[src/design/azr_pkg.sv]
// constants shared by the ambient zone and ramp register block
package azr_pkg;
   localparam logic [7:0] CFG_ADDR      = 8'h20;
   localparam logic [7:0] RAMP_ADDR     = 8'h30;
   localparam logic [7:0] ZONE_ADDR     = 8'h40;
   localparam logic [7:0] CFG_RESET     = 8'h2c;
   localparam logic [7:0] RAMP_RESET    = 8'h00;
   localparam logic [7:0] ZONE_RESET    = 8'h00;
   localparam logic [7:0] UNMAPPED_DATA = 8'h00;
   // field positions
   localparam int SRC_LSB   = 5;
   localparam int MODE_LSB  = 3;
   localparam int AVG_LSB   = 0;
   localparam int RISE_LSB  = 3;
   localparam int FALL_LSB  = 0;
   localparam int FLAG_BIT  = 3;
   localparam int ZCODE_LSB = 0;
   // source select and mode codes
   localparam logic [1:0] SRC_MEAN  = 2'h0;
   localparam logic [1:0] SRC_A     = 2'h1;
   localparam logic [1:0] SRC_B     = 2'h2;
   localparam logic [1:0] SRC_MAX   = 2'h3;
   localparam logic [1:0] MODE_SENSE_ONLY = 2'h1;
   localparam logic [1:0] MODE_ZONE_DRIVE = 2'h3;
   localparam logic [2:0] ZONE_TOP  = 3'h4;
   // timing
   localparam int CLK_MHZ       = 250;
   localparam int AVG_TICK_US   = 1000;
   localparam int AVG_TICK_CYC  = AVG_TICK_US * CLK_MHZ;
   localparam int AVG_SAMPLES_LOG2 = 5;
   localparam int STEP_FAST_NS  = 8000;
   localparam int STEP_FAST_CYC = (STEP_FAST_NS * CLK_MHZ) / 1000;
   localparam int STEP_SLOW_US  = 1024;
   localparam int STEP_SLOW_CYC = STEP_SLOW_US * CLK_MHZ;
endpackage : azr_pkg

[src/design/ambient_zone_ramp_regs.sv]
// ambient sensing config, ramp rate and zone status registers
`timescale 1ns/100ps
`default_nettype none
module ambient_zone_ramp_regs
   import azr_pkg::*;
#(
   parameter int AVG_TICK_CYCLES  = AVG_TICK_CYC,
   parameter int STEP_SLOW_CYCLES = STEP_SLOW_CYC
) (
   input  wire logic       clock_in,
   input  wire logic       srst_in,
   input  wire logic [7:0] reg_addr_in,
   input  wire logic       reg_wr_in,
   input  wire logic       reg_rd_in,
   input  wire logic [7:0] reg_wdata_in,
   output logic      [7:0] reg_rdata_out,
   input  wire logic [7:0] light_input_a_in,
   input  wire logic [7:0] light_input_b_in,
   input  wire logic [7:0] zone_limit_0_in,
   input  wire logic [7:0] zone_limit_1_in,
   input  wire logic [7:0] zone_limit_2_in,
   input  wire logic [7:0] zone_limit_3_in,
   input  wire logic [6:0] zone_target_0_in,
   input  wire logic [6:0] zone_target_1_in,
   input  wire logic [6:0] zone_target_2_in,
   input  wire logic [6:0] zone_target_3_in,
   input  wire logic [6:0] zone_target_4_in,
   input  wire logic [6:0] brightness_code_in,
   output logic      [6:0] led_code_out,
   input  wire logic       int_n_in,
   output logic            int_n_out,
   output logic            int_n_oe_out
);
   logic [7:0]  cfg_r;
   logic [7:0]  ramp_r;
   logic        flag_r;
   logic [2:0]  zone_r;
   logic [7:0]  rdata_r;
   logic [7:0]  a_meta_r;
   logic [7:0]  a_sync_r;
   logic [7:0]  b_meta_r;
   logic [7:0]  b_sync_r;
   logic [7:0]  a_prev_r;
   logic [7:0]  b_prev_r;
   logic [7:0]  a_val_r;
   logic [7:0]  b_val_r;
   logic [7:0]  src_val;
   logic [8:0]  src_sum;
   logic [1:0]  src_sel;
   logic [1:0]  mode;
   logic        sense_en;
   logic        zone_drive;
   logic [12:0] acc_r;
   logic [4:0]  samp_cnt_r;
   logic [12:0] acc_nxt;
   logic [7:0]  avg_val;
   logic        avg_tick;
   logic        window_done;
   logic [2:0]  zone_nxt;
   logic        zone_update;
   logic        zone_read;
   logic        wr_cfg;
   logic        wr_ramp;
   logic [31:0] avg_period;
   logic [31:0] step_period;
   logic        step_tick;
   logic [6:0]  target;
   logic [6:0]  led_r;
   logic        rising;

   function automatic logic [31:0] step_cycles(input logic [2:0] code);
      if (code == 3'h0) begin
         step_cycles = 32'(STEP_FAST_CYC);
      end else begin
         step_cycles = 32'(STEP_SLOW_CYCLES) << (code - 3'h1);
      end
   endfunction : step_cycles

   function automatic logic [2:0] zone_of(input logic [7:0] v,
                                          input logic [7:0] l0,
                                          input logic [7:0] l1,
                                          input logic [7:0] l2,
                                          input logic [7:0] l3);
      if (v < l0) begin
         zone_of = 3'h0;
      end else if (v < l1) begin
         zone_of = 3'h1;
      end else if (v < l2) begin
         zone_of = 3'h2;
      end else if (v < l3) begin
         zone_of = 3'h3;
      end else begin
         zone_of = ZONE_TOP;
      end
   endfunction : zone_of

   // register access decode
   assign wr_cfg    = reg_wr_in && reg_addr_in == CFG_ADDR;
   assign wr_ramp   = reg_wr_in && reg_addr_in == RAMP_ADDR;
   assign zone_read = reg_rd_in && reg_addr_in == ZONE_ADDR;

   always_ff @(posedge clock_in) begin
      if (srst_in) begin
         cfg_r <= CFG_RESET;
      end else if (wr_cfg) begin
         cfg_r <= {1'b0, reg_wdata_in[6:0]};
      end
   end

   always_ff @(posedge clock_in) begin
      if (srst_in) begin
         ramp_r <= RAMP_RESET;
      end else if (wr_ramp) begin
         ramp_r <= {2'b00, reg_wdata_in[5:0]};
      end
   end

   // reads return the value seen in the read cycle, one cycle later
   always_ff @(posedge clock_in) begin
      if (srst_in) begin
         rdata_r <= UNMAPPED_DATA;
      end else if (reg_rd_in) begin
         case (reg_addr_in)
            CFG_ADDR:  rdata_r <= cfg_r;
            RAMP_ADDR: rdata_r <= ramp_r;
            ZONE_ADDR: rdata_r <= {4'h0, flag_r, zone_r};
            default:   rdata_r <= UNMAPPED_DATA;
         endcase
      end
   end
   assign reg_rdata_out = rdata_r;

   // sensor inputs come from another domain
   always_ff @(posedge clock_in) begin
      a_meta_r <= light_input_a_in;
      a_sync_r <= a_meta_r;
      b_meta_r <= light_input_b_in;
      b_sync_r <= b_meta_r;
   end

   // a word caught mid-change could mix old and new bits, so it is taken
   // only once two synchronised samples agree; a level that never settles
   // is never taken
   always_ff @(posedge clock_in) begin
      a_prev_r <= a_sync_r;
      b_prev_r <= b_sync_r;
      if (a_sync_r == a_prev_r) begin
         a_val_r <= a_sync_r;
      end
      if (b_sync_r == b_prev_r) begin
         b_val_r <= b_sync_r;
      end
   end

   assign src_sel    = cfg_r[SRC_LSB +: 2];
   assign mode       = cfg_r[MODE_LSB +: 2];
   assign sense_en   = mode == MODE_SENSE_ONLY || mode == MODE_ZONE_DRIVE;
   assign zone_drive = mode == MODE_ZONE_DRIVE;
   assign src_sum    = {1'b0, a_val_r} + {1'b0, b_val_r};

   always_comb begin
      case (src_sel)
         SRC_MEAN: src_val = src_sum[8:1];
         SRC_A:    src_val = a_val_r;
         SRC_B:    src_val = b_val_r;
         SRC_MAX:  src_val = (a_val_r > b_val_r) ? a_val_r : b_val_r;
         default:  src_val = a_val_r;
      endcase
   end

   // 32 evenly spaced samples per window, so the mean is a shift
   assign avg_period = 32'(AVG_TICK_CYCLES) << cfg_r[AVG_LSB +: 3];

   azr_step_timer #(.CW(32)) u_avg_timer (
      .clock_in  (clock_in),
      .srst_in   (srst_in),
      .run_in    (sense_en),
      .period_in (avg_period),
      .tick_out  (avg_tick)
   );

   assign acc_nxt     = acc_r + {5'h00, src_val};
   assign window_done = avg_tick && samp_cnt_r == 5'h1f;
   assign avg_val     = acc_nxt[12:AVG_SAMPLES_LOG2];

   always_ff @(posedge clock_in) begin
      if (srst_in || !sense_en) begin
         acc_r      <= '0;
         samp_cnt_r <= '0;
      end else if (window_done) begin
         acc_r      <= '0;
         samp_cnt_r <= '0;
      end else if (avg_tick) begin
         acc_r      <= acc_nxt;
         samp_cnt_r <= samp_cnt_r + 5'h01;
      end
   end

   assign zone_nxt    = zone_of(avg_val, zone_limit_0_in, zone_limit_1_in,
                                zone_limit_2_in, zone_limit_3_in);
   assign zone_update = window_done && zone_nxt != zone_r;

   always_ff @(posedge clock_in) begin
      if (srst_in) begin
         zone_r <= ZONE_RESET[ZCODE_LSB +: 3];
      end else if (zone_update) begin
         zone_r <= zone_nxt;
      end
   end

   // a change in the read cycle wins, so no zone event is lost
   always_ff @(posedge clock_in) begin
      if (srst_in) begin
         flag_r <= ZONE_RESET[FLAG_BIT];
      end else if (zone_update) begin
         flag_r <= 1'b1;
      end else if (zone_read) begin
         flag_r <= 1'b0;
      end
   end

   // open drain: only ever pull low, the line floats when released
   assign int_n_out    = 1'b0;
   assign int_n_oe_out = flag_r;

   always_comb begin
      if (!zone_drive) begin
         target = brightness_code_in;
      end else begin
         case (zone_r)
            3'h0:    target = zone_target_0_in;
            3'h1:    target = zone_target_1_in;
            3'h2:    target = zone_target_2_in;
            3'h3:    target = zone_target_3_in;
            default: target = zone_target_4_in;
         endcase
      end
   end

   assign rising      = target > led_r;
   assign step_period = rising ? step_cycles(ramp_r[RISE_LSB +: 3])
                               : step_cycles(ramp_r[FALL_LSB +: 3]);

   azr_step_timer #(.CW(32)) u_step_timer (
      .clock_in  (clock_in),
      .srst_in   (srst_in),
      .run_in    (target != led_r),
      .period_in (step_period),
      .tick_out  (step_tick)
   );

   // one code per step keeps the ramp time proportional to distance
   always_ff @(posedge clock_in) begin
      if (srst_in) begin
         led_r <= '0;
      end else if (step_tick) begin
         led_r <= rising ? led_r + 7'h01 : led_r - 7'h01;
      end
   end
   assign led_code_out = led_r;
endmodule : ambient_zone_ramp_regs
`default_nettype wire

[src/design/azr_step_timer.sv]
// interval timer, held cleared while run_in is low, producing one-cycle ticks
`timescale 1ns/100ps
`default_nettype none
module azr_step_timer #(
   parameter int CW = 32
) (
   input  wire logic          clock_in,
   input  wire logic          srst_in,
   input  wire logic          run_in,
   input  wire logic [CW-1:0] period_in,
   output logic               tick_out
);
   logic [CW-1:0] cnt_r;
   logic          at_end;

   // period changes take effect on the running count, no restart
   assign at_end   = (cnt_r >= period_in - CW'(1));
   assign tick_out = run_in && at_end;

   always_ff @(posedge clock_in) begin
      if (srst_in || !run_in) begin
         cnt_r <= '0;
      end else if (at_end) begin
         cnt_r <= '0;
      end else begin
         cnt_r <= cnt_r + CW'(1);
      end
   end
endmodule : azr_step_timer
`default_nettype wire

[config.mk]
export PLATFORM = sky130hd
export DESIGN_NAME = ambient_zone_ramp_regs
export DESIGN_NICKNAME = d
export VERILOG_FILES = /design/src/design/azr_pkg.sv /design/src/design/ambient_zone_ramp_regs.sv /design/src/design/azr_step_timer.sv
export SDC_FILE = /design/constraint.sdc
export NUM_CORES = 1
export LEC_CHECK = 0
export BUFFER_PORTS_ARGS = -buffer_cell sky130_fd_sc_hd__buf_2
export CAP_MARGIN = 20
export CORE_UTILIZATION = 30
export DETAILED_ROUTE_END_ITERATION = 10
export SYNTH_ARGS = -nofsm -noshare
export SYNTH_HDL_FRONTEND = slang
export SYNTH_SLANG_ARGS = --single-unit
[constraint.sdc]
create_clock -name clock_in -period 12.4 [get_ports clock_in]
set_input_delay 0.62 -clock clock_in [delete_from_list [all_inputs] [get_ports clock_in]]
set_output_delay 0.62 -clock clock_in [all_outputs]
set_load 0.05 [all_outputs]
==> key figures, run 1 <==
Outcome
  – Status: finished clean

Power
  – P_int: 931.9 uW
  – Sequential Power Share: 45.8%
  – Clock share of power: 44.6%
  – LEAKAGE: 0.005597 uW
  – PwrDens: between 90 and 100 nW/um^2
  – Peak VDD IR: 0.00009352 V
  – Total power draw: 1308 uW
  – Net switching power: 375.6 uW
  – Gate power share: about a tenth
  – Sw frac: about 29%

Logic synthesis
  – Top cell type's share of synthesized area: around 28%
  – Syn Inst Count: 1284
  – Synth area leader: dfxtp_1
  – Synth top area cells: dfxtp_1, ha_1, nor2_1
  – Mapped Avg Cell Area: 8.957 sq um
  – Total number of yosys warnings: 0
  – Async SR Flop Fraction: 0%
  – Post-synth EDFFs: 16
  – Seq/Total Area, Yosys: 32.20%
  – Unique masters post-synth: 85
  – Mapped Area: around 12000 sq um
  – FF+latch count, synth: 177
  – Top_reg_cell synth: dfxtp_1

Global routing
  – Largest net degree at the start of global routing: 33
  – Antenna violations before repair: 2
  – First-pass GRT wire length: 43.87 mm
  – Number of global-route vias before repair: between 8000 and 9000
  – Total GRT Usage: 13.88%
  – Congestion Overflow GR: 0

Drt
  – Antenna-violating nets left: 0
  – Vias: 9284
  – DRT iter0 DRCs: between 500 and 600
  – Post-detailed-route wirelength per cell: approximately 14 um
  – Vias per cell: 4.820
  – DRC viols: 0
  – Final WL: 26.97 mm
  – Drt pass-1 iters: 7

Timing
  – # setup viols final: 0
  – Fin Clk Skew: 20.19 ps
  – Headroom to the max-slew limit: 35.75%
  – Fmax: 0.1392 GHz
  – Least-Margin Pin Slew: 956.4 ps
  – Hold WS: between 200 and 300 ps
  – Worst setup margin: 5217 ps
  – Slew Limit Fails: 0
  – Final number of hold-violating endpoints: 0
  – Setup TNS: 0 ps
  – Final period util: 57.93%
  – RSZ-0062 raised after global routing: false
  – Tmin final: 7183 ps

Placement
  – Pre-CTS WS: 5198 ps
  – GPL Wtd Cong: 0.8689
  – Hpwl dp: 20.81 mm
  – Port bufs: 123

Flow run
  – Maxcap violations: 0

Clock tree
  – Worst skew pair latency: around 440 ps
  – Post-CTS Setup Inserts: 0
  – Clk pin slew, worst setup/hold paths: 80 ps
  – CTS tree: built
  – Clock root buffer: clkbuf_16
  – CTS Buffer Depth: 2
  – H-tree depth: 4
  – Num Clock Sinks: 177
  – Resize count post-CTS: 0
  – Cts bufs inserted: 17
  – CTS Hold Bufs: 0

Floorplan
  – Die area: 39120 sq um
  – Die X: 197.8 um
  – CORE AREA: 37670 sq um
  – Standard-cell rows: 71
  – IO Count: 128
  – Die H: 197.8 um
  – Starting Density: 30.53%

Final layout
  – Synthesis-to-finish area growth: 15.33%
  – Top flop regs: u_avg_timer.cnt_r x32, u_step_timer.cnt_r x32, acc_r x13
  – Reg area: approximately 3700 sq um
  – Share of cells above drive strength 1: 15.78%
  – Fillcell total: just under 4000
  – Nets: 1651
  – Area occupied by multi-input gates: 7296 sq um

Critical path
  – R2R Setup Slk: 5220 ps
  – WP data required: 12770 ps
  – Crit Path Class: flip-flop to flip-flop
  – Critical-path maximum fanout: 32
  – Critical Path Sink Type: flip-flop
  – Startpoint Class: flip-flop
  – WP data arrival: ~7600 ps

Min path
  – Worst Hold Class: input port to flip-flop
[power groups by stage]
stage               Clock, uW  Sequential, uW  Combinational [uW]
global route              626             601                 142
global placement            0             612                 124
finish                    583             599                 126
floorplan                   0             612                87.5
detailed placement          0             613                 126
CTS                       602             599                 127
[worst max-delay path, stage by stage, from the launching register on]
cell      delay (ps)
dfxtp_1          820
mux4_2           610
mux2i_1          180
o21ai_0          100
ha_1             330
nor2b_1          130
o21a_1           110
o21ai_1           80
a221oi_4         260
buf_4            370
inv_2            190
a31oi_1          330
ha_1             320
nand2_1          160
or3_1            400
a311oi_1         360
ha_1             300
nand3_1           90
o221ai_1         120
a221o_1          370
a211oi_2         160
o21ai_1          110
or4_2            560
buf_4            380
nor2_4           190
[final timing paths]
path	endpoint	start	cells after the start
max reg2reg	u_step_timer.cnt_r[6]	zone_r[0]	24
max	u_step_timer.cnt_r[6]	zone_r[0]	24
min	b_meta_r[0]	light_input_b_in[0]	1
min reg2reg	a_sync_r[2]	a_meta_r[2]	0
[Yosys cell counts (26+ instances only)]
cell type	number
mux2i_1	37
inv_1	79
xnor2_1	55
o21ai_0	42
nand2_1	84
a21oi_1	73
clkbuf_1	26
nand3_1	54
nor2_4	29
xor2_1	48
ha_1	137
nor2_1	144
dfxtp_1	161
[stage by stage]
step / cell area (sq um) / util (%) / instances
finish: 13260 / 35.21 / 1926
detailed placement: 12600 / 33.46 / 1892
global placement: 12600 / 33.46 / 1892
CTS: 13260 / 35.20 / 1924
floorplan: 11550 / - / 1296
global route: 13260 / 35.20 / 1924
[metal layers]
layer | up-vias | GRT usage, % | wire [um]
li1 | 4758 | - | -
met4 | 0 | 4.881 | 436
met1 | 4313 | 18.62 | 13080
met5 | - | 0 | 0
met3 | 27 | 2.214 | 1173
met2 | 186 | 22.43 | 12290
[placed cells by master, fill, tap and decap left out, drive strengths merged, types with 5 or more instances in the layout]
| cell type | n |
|---|---|
| a211oi | 17 |
| a21o | 12 |
| a21oi | 73 |
| a221o | 7 |
| a22oi | 5 |
| a311oi | 5 |
| a31oi | 9 |
| a32o | 7 |
| and2 | 6 |
| and3 | 18 |
| and4 | 6 |
| buf | 128 |
| clkbuf | 17 |
| clkinv | 6 |
| conb | 14 |
| dfxtp | 161 |
| edfxtp | 16 |
| ha | 137 |
| inv | 92 |
| mux2i | 38 |
| mux4 | 7 |
| nand2 | 84 |
| nand2b | 11 |
| nand3 | 54 |
| nand4 | 19 |
| nor2 | 176 |
| nor2b | 11 |
| nor3 | 25 |
| nor4 | 6 |
| o211ai | 8 |
| o21a | 5 |
| o21ai | 55 |
| o21bai | 13 |
| or3 | 11 |
| xnor2 | 55 |
| xor2 | 48 |
[final cells by class]
class	instances	share of cell area [%]
antenna	2	0.03773
clock buffer	17	3.207
clock inverter	15	1.736
inverter	83	2.349
multi-input combinational	993	55.00
sequential	177	27.92
tap	511	4.820
timing repair buffer	128	4.924
[cell families (layout without fill, tap and decap cells)]
logic type	after synthesis	after routing	synth area share, %
compound gates	247	247	14.63
xor+xnor	103	103	7.844
fa+ha+maj	140	140	15.43
buf+inv	126	243	4.765
flops	177	177	32.20
mux	47	47	4.906
other cells	2	16	0.06530
simple gates	442	442	20.16
(Power assumes the default switching activity.)
==> run 2, diff against run 1 <==
--- a/config.mk
+++ b/config.mk
@@ -5,6 +5,7 @@
 export SDC_FILE = /design/constraint.sdc
 export NUM_CORES = 1
 export LEC_CHECK = 0
+export ABC_AREA = 1
 export BUFFER_PORTS_ARGS = -buffer_cell sky130_fd_sc_hd__buf_2
 export CAP_MARGIN = 20
 export CORE_UTILIZATION = 30
==> constraint.sdc (replaced) <==
create_clock -name clock_in -period 7.1 [get_ports clock_in]
set_input_delay 0.355 -clock clock_in [delete_from_list [all_inputs] [get_ports clock_in]]
set_output_delay 0.355 -clock clock_in [all_outputs]
set_load 0.05 [all_outputs]
==> key figures, run 2 <==
Power
  – LEAKAGE: 0.005951 uW
  – Peak VDD IR: 0.0001611 V
  – Sequential Power Share: between 40% and 50%
  – PwrDens: 169.1 nW/um^2
  – P_int: 1603 uW
  – Net switching power: 628.6 uW
  – Gate power share: 8.2%
  – Clock share of power: a little under half
  – Sw frac: 28.17%

Logic synthesis
  – Most frequent cells after synthesis: nand2_1, inv_1, dfxtp_1, a21oi_1, ha_1
  – FF+latch count, synth: roughly 180
  – Top cell type's share of synthesized area: 28.75%
  – Top_reg_cell synth: dfxtp_1
  – Seq/Total Area, Yosys: 33.04%
  – Synth area leader: dfxtp_1
  – Syn Inst Count: 1481
  – Mapped Avg Cell Area: 7.570 sq um
  – Post-synth EDFFs: 16
  – Mapped Area: ~11000 sq um
  – Unique masters post-synth: 58
  – Synth top area cells: dfxtp_1, ha_1, nand2_1
  – Async SR Flop Fraction: 0%
  – Most common cell in the netlist: nand2_1
  – Total number of yosys warnings: 0

Timing
  – Slew Limit Fails: 0
  – RSZ-0062 raised after global routing: false
  – Hold WS: 129.9 ps
  – Final period util: between 80 and 90%
  – # setup viols final: 0
  – Headroom to the max-slew limit: about two fifths
  – Fin Clk Skew: 11.92 ps
  – Final number of hold-violating endpoints: 0
  – Setup TNS: 0 ps
  – Fmax: 0.1611 GHz
  – Tmin final: 6207 ps
  – Least-Margin Pin Slew: 896.4 ps

Final layout
  – Top flop regs: u_avg_timer.cnt_r x32, u_step_timer.cnt_r x32, acc_r x13
  – Fillcell total: 3773
  – Nets: approximately 1900
  – Area occupied by multi-input gates: 6695 sq um
  – Most frequent cells in the layout: nand2_1, inv_1, dfxtp_1, a21oi_1, ha_1
  – Share of cells above drive strength 1: 12.96%
  – Synthesis-to-finish area growth: 17.71%
  – Reg area: 3704 sq um
  – Commonest non-fill, non-tap cell in the layout: nand2_1

Clock tree
  – Worst skew pair latency: 460 ps
  – Clk pin slew, worst setup/hold paths: 80 ps
  – Clock root buffer: clkbuf_16
  – Post-CTS Setup Inserts: 0
  – Cts bufs inserted: 17
  – CTS Buffer Depth: 2
  – H-tree depth: 4
  – Num Clock Sinks: 177
  – CTS tree: built

Floorplan
  – Starting Density: 30.55%
  – Standard-cell rows: 70
  – Die H: 195.3 um
  – IO Count: 128
  – Die X: slightly below 200 um
  – CORE AREA: 36700 sq um
  – Die area: 38150 sq um

Critical path
  – Crit Path Class: flip-flop to flip-flop
  – CP Buf/Inv Count: 3
  – Slowest stage delay, CP: 760 ps
  – WP data arrival: 6600 ps
  – Critical Path Sink Type: flip-flop
  – CP most frequent cell: nand2_1
  – Slowest-stage cell, CP: nor3_1
  – Crit-path leading delay family: simple AND/OR/NAND/NOR gates
  – Critical-path maximum fanout: 12
  – WP data required: approximately 7500 ps
  – Startpoint Class: flip-flop

Drt
  – DRT iter0 DRCs: 644
  – DRC viols: 0
  – Vias: 10190
  – Antenna-violating nets left: 0
  – Post-detailed-route wirelength per cell: 13.15 um
  – Final WL: between 20 and 30 mm
  – Vias per cell: 4.817
  – Drt pass-1 iters: 7

Global routing
  – Antenna violations before repair: 8
  – First-pass GRT wire length: ~46 mm
  – Number of global-route vias before repair: 9568
  – Congestion Overflow GR: 0
  – Largest net degree at the start of global routing: 33
  – Total GRT Usage: approximately 15%

Min path
  – Worst Hold Class: input port to flip-flop

Flow run
  – Maxcap violations: 0

Placement
  – Hpwl dp: 21.63 mm
  – GPL Wtd Cong: around 0.86
  – Port bufs: 123

Outcome
  – Status: finished clean
## run 2: cell types whose count changed after synthesis, sizes merged, moves of 12 or more
cell   delta
a21oi    +65
and3     -18
buf      -12
inv     +115
mux2i    -37
nand2   +215
nor2     -49
nor3     +22
xnor2    -33
xor2     -17
## run 2: through the flow
step	utilization [%]	instance area, sq um	setup slack, ps	total power [uW]	std cells
2_1_floorplan	-	11260	2182	1181	1493
5_1_grt	35.96	13200	184.6	2336	2115
4_1_cts	35.92	13180	903.0	2262	2110
3_3_place_gp	33.73	12380	1043	1237	2062
3_5_place_dp	33.73	12380	928.0	1244	2062
6_report	35.96	13200	893.0	2231	2115
## run 2: worst paths after layout
kind / startpoint / end / slack [ps] / cells past startpoint
worst max-delay path: zone_r[0] / led_code_out[6] / 890 / 29
worst min-delay path: reg_wdata_in[2] / cfg_r[2] / 130 / 3
worst max register to register: zone_r[0] / led_code_out[6] / 890 / 29
worst min register to register: a_meta_r[5] / a_sync_r[5] / 330 / 0
## run 2: per-layer routing
| metal | share of wire, % | track usage [%] | wire (um) |
|---|---|---|---|
| met1 | 46 | 18.64 | 12700 |
| met2 | 47 | 24.87 | 13090 |
| met3 | 4.8 | 3.316 | 1330 |
| met4 | 2.3 | 6.212 | 647 |
| met5 | 0.12 | 0 | 34 |
## run 2: worst register-to-register path: cells and delay by family (launching register included)
kind	cells	cell delay, ps
simple gates	16	2920
buf+inv	3	580
compound gates	7	1280
flops	1	640
xor+xnor	1	170
fa+ha+maj	2	580
## run 2: layout make-up
class,count,area share [%]
Antenna cell,4,0.07585
Multi-Input combinational cell,1091,50.73
Timing Repair Buffer,144,6.144
Inverter,199,5.670
Clock inverter,15,1.650
Tap cell,468,4.437
Clock buffer,17,3.224
Sequential cell,177,28.06
## run 2: kinds of logic after synthesis
logic type / share of synthesized area [%]
other: 0.06699
and+or+nand+nor: 24.60
xor gates and xnor gates: 4.141
buffers and inverters: 7.645
DFF: 33.04
AOI/OAI and AO/OA: 14.60
adders and majority gates: 15.83
muxes: 0.08929
## run 2: repair_timing
action,4_1_cts,5_1_grt
hold endpoints to repair,16,0
hold buffers,16,0
resized for setup,0,0
## run 2: power by group through the flow
stage | sequential (uW) | combinational [uW] | clock (uW)
4_1_cts | 1040 | 186 | 1030
3_3_place_gp | 1060 | 173 | 0
3_5_place_dp | 1070 | 178 | 0
6_report | 1040 | 183 | 1010
5_1_grt | 1040 | 215 | 1080
2_1_floorplan | 1060 | 118 | 0
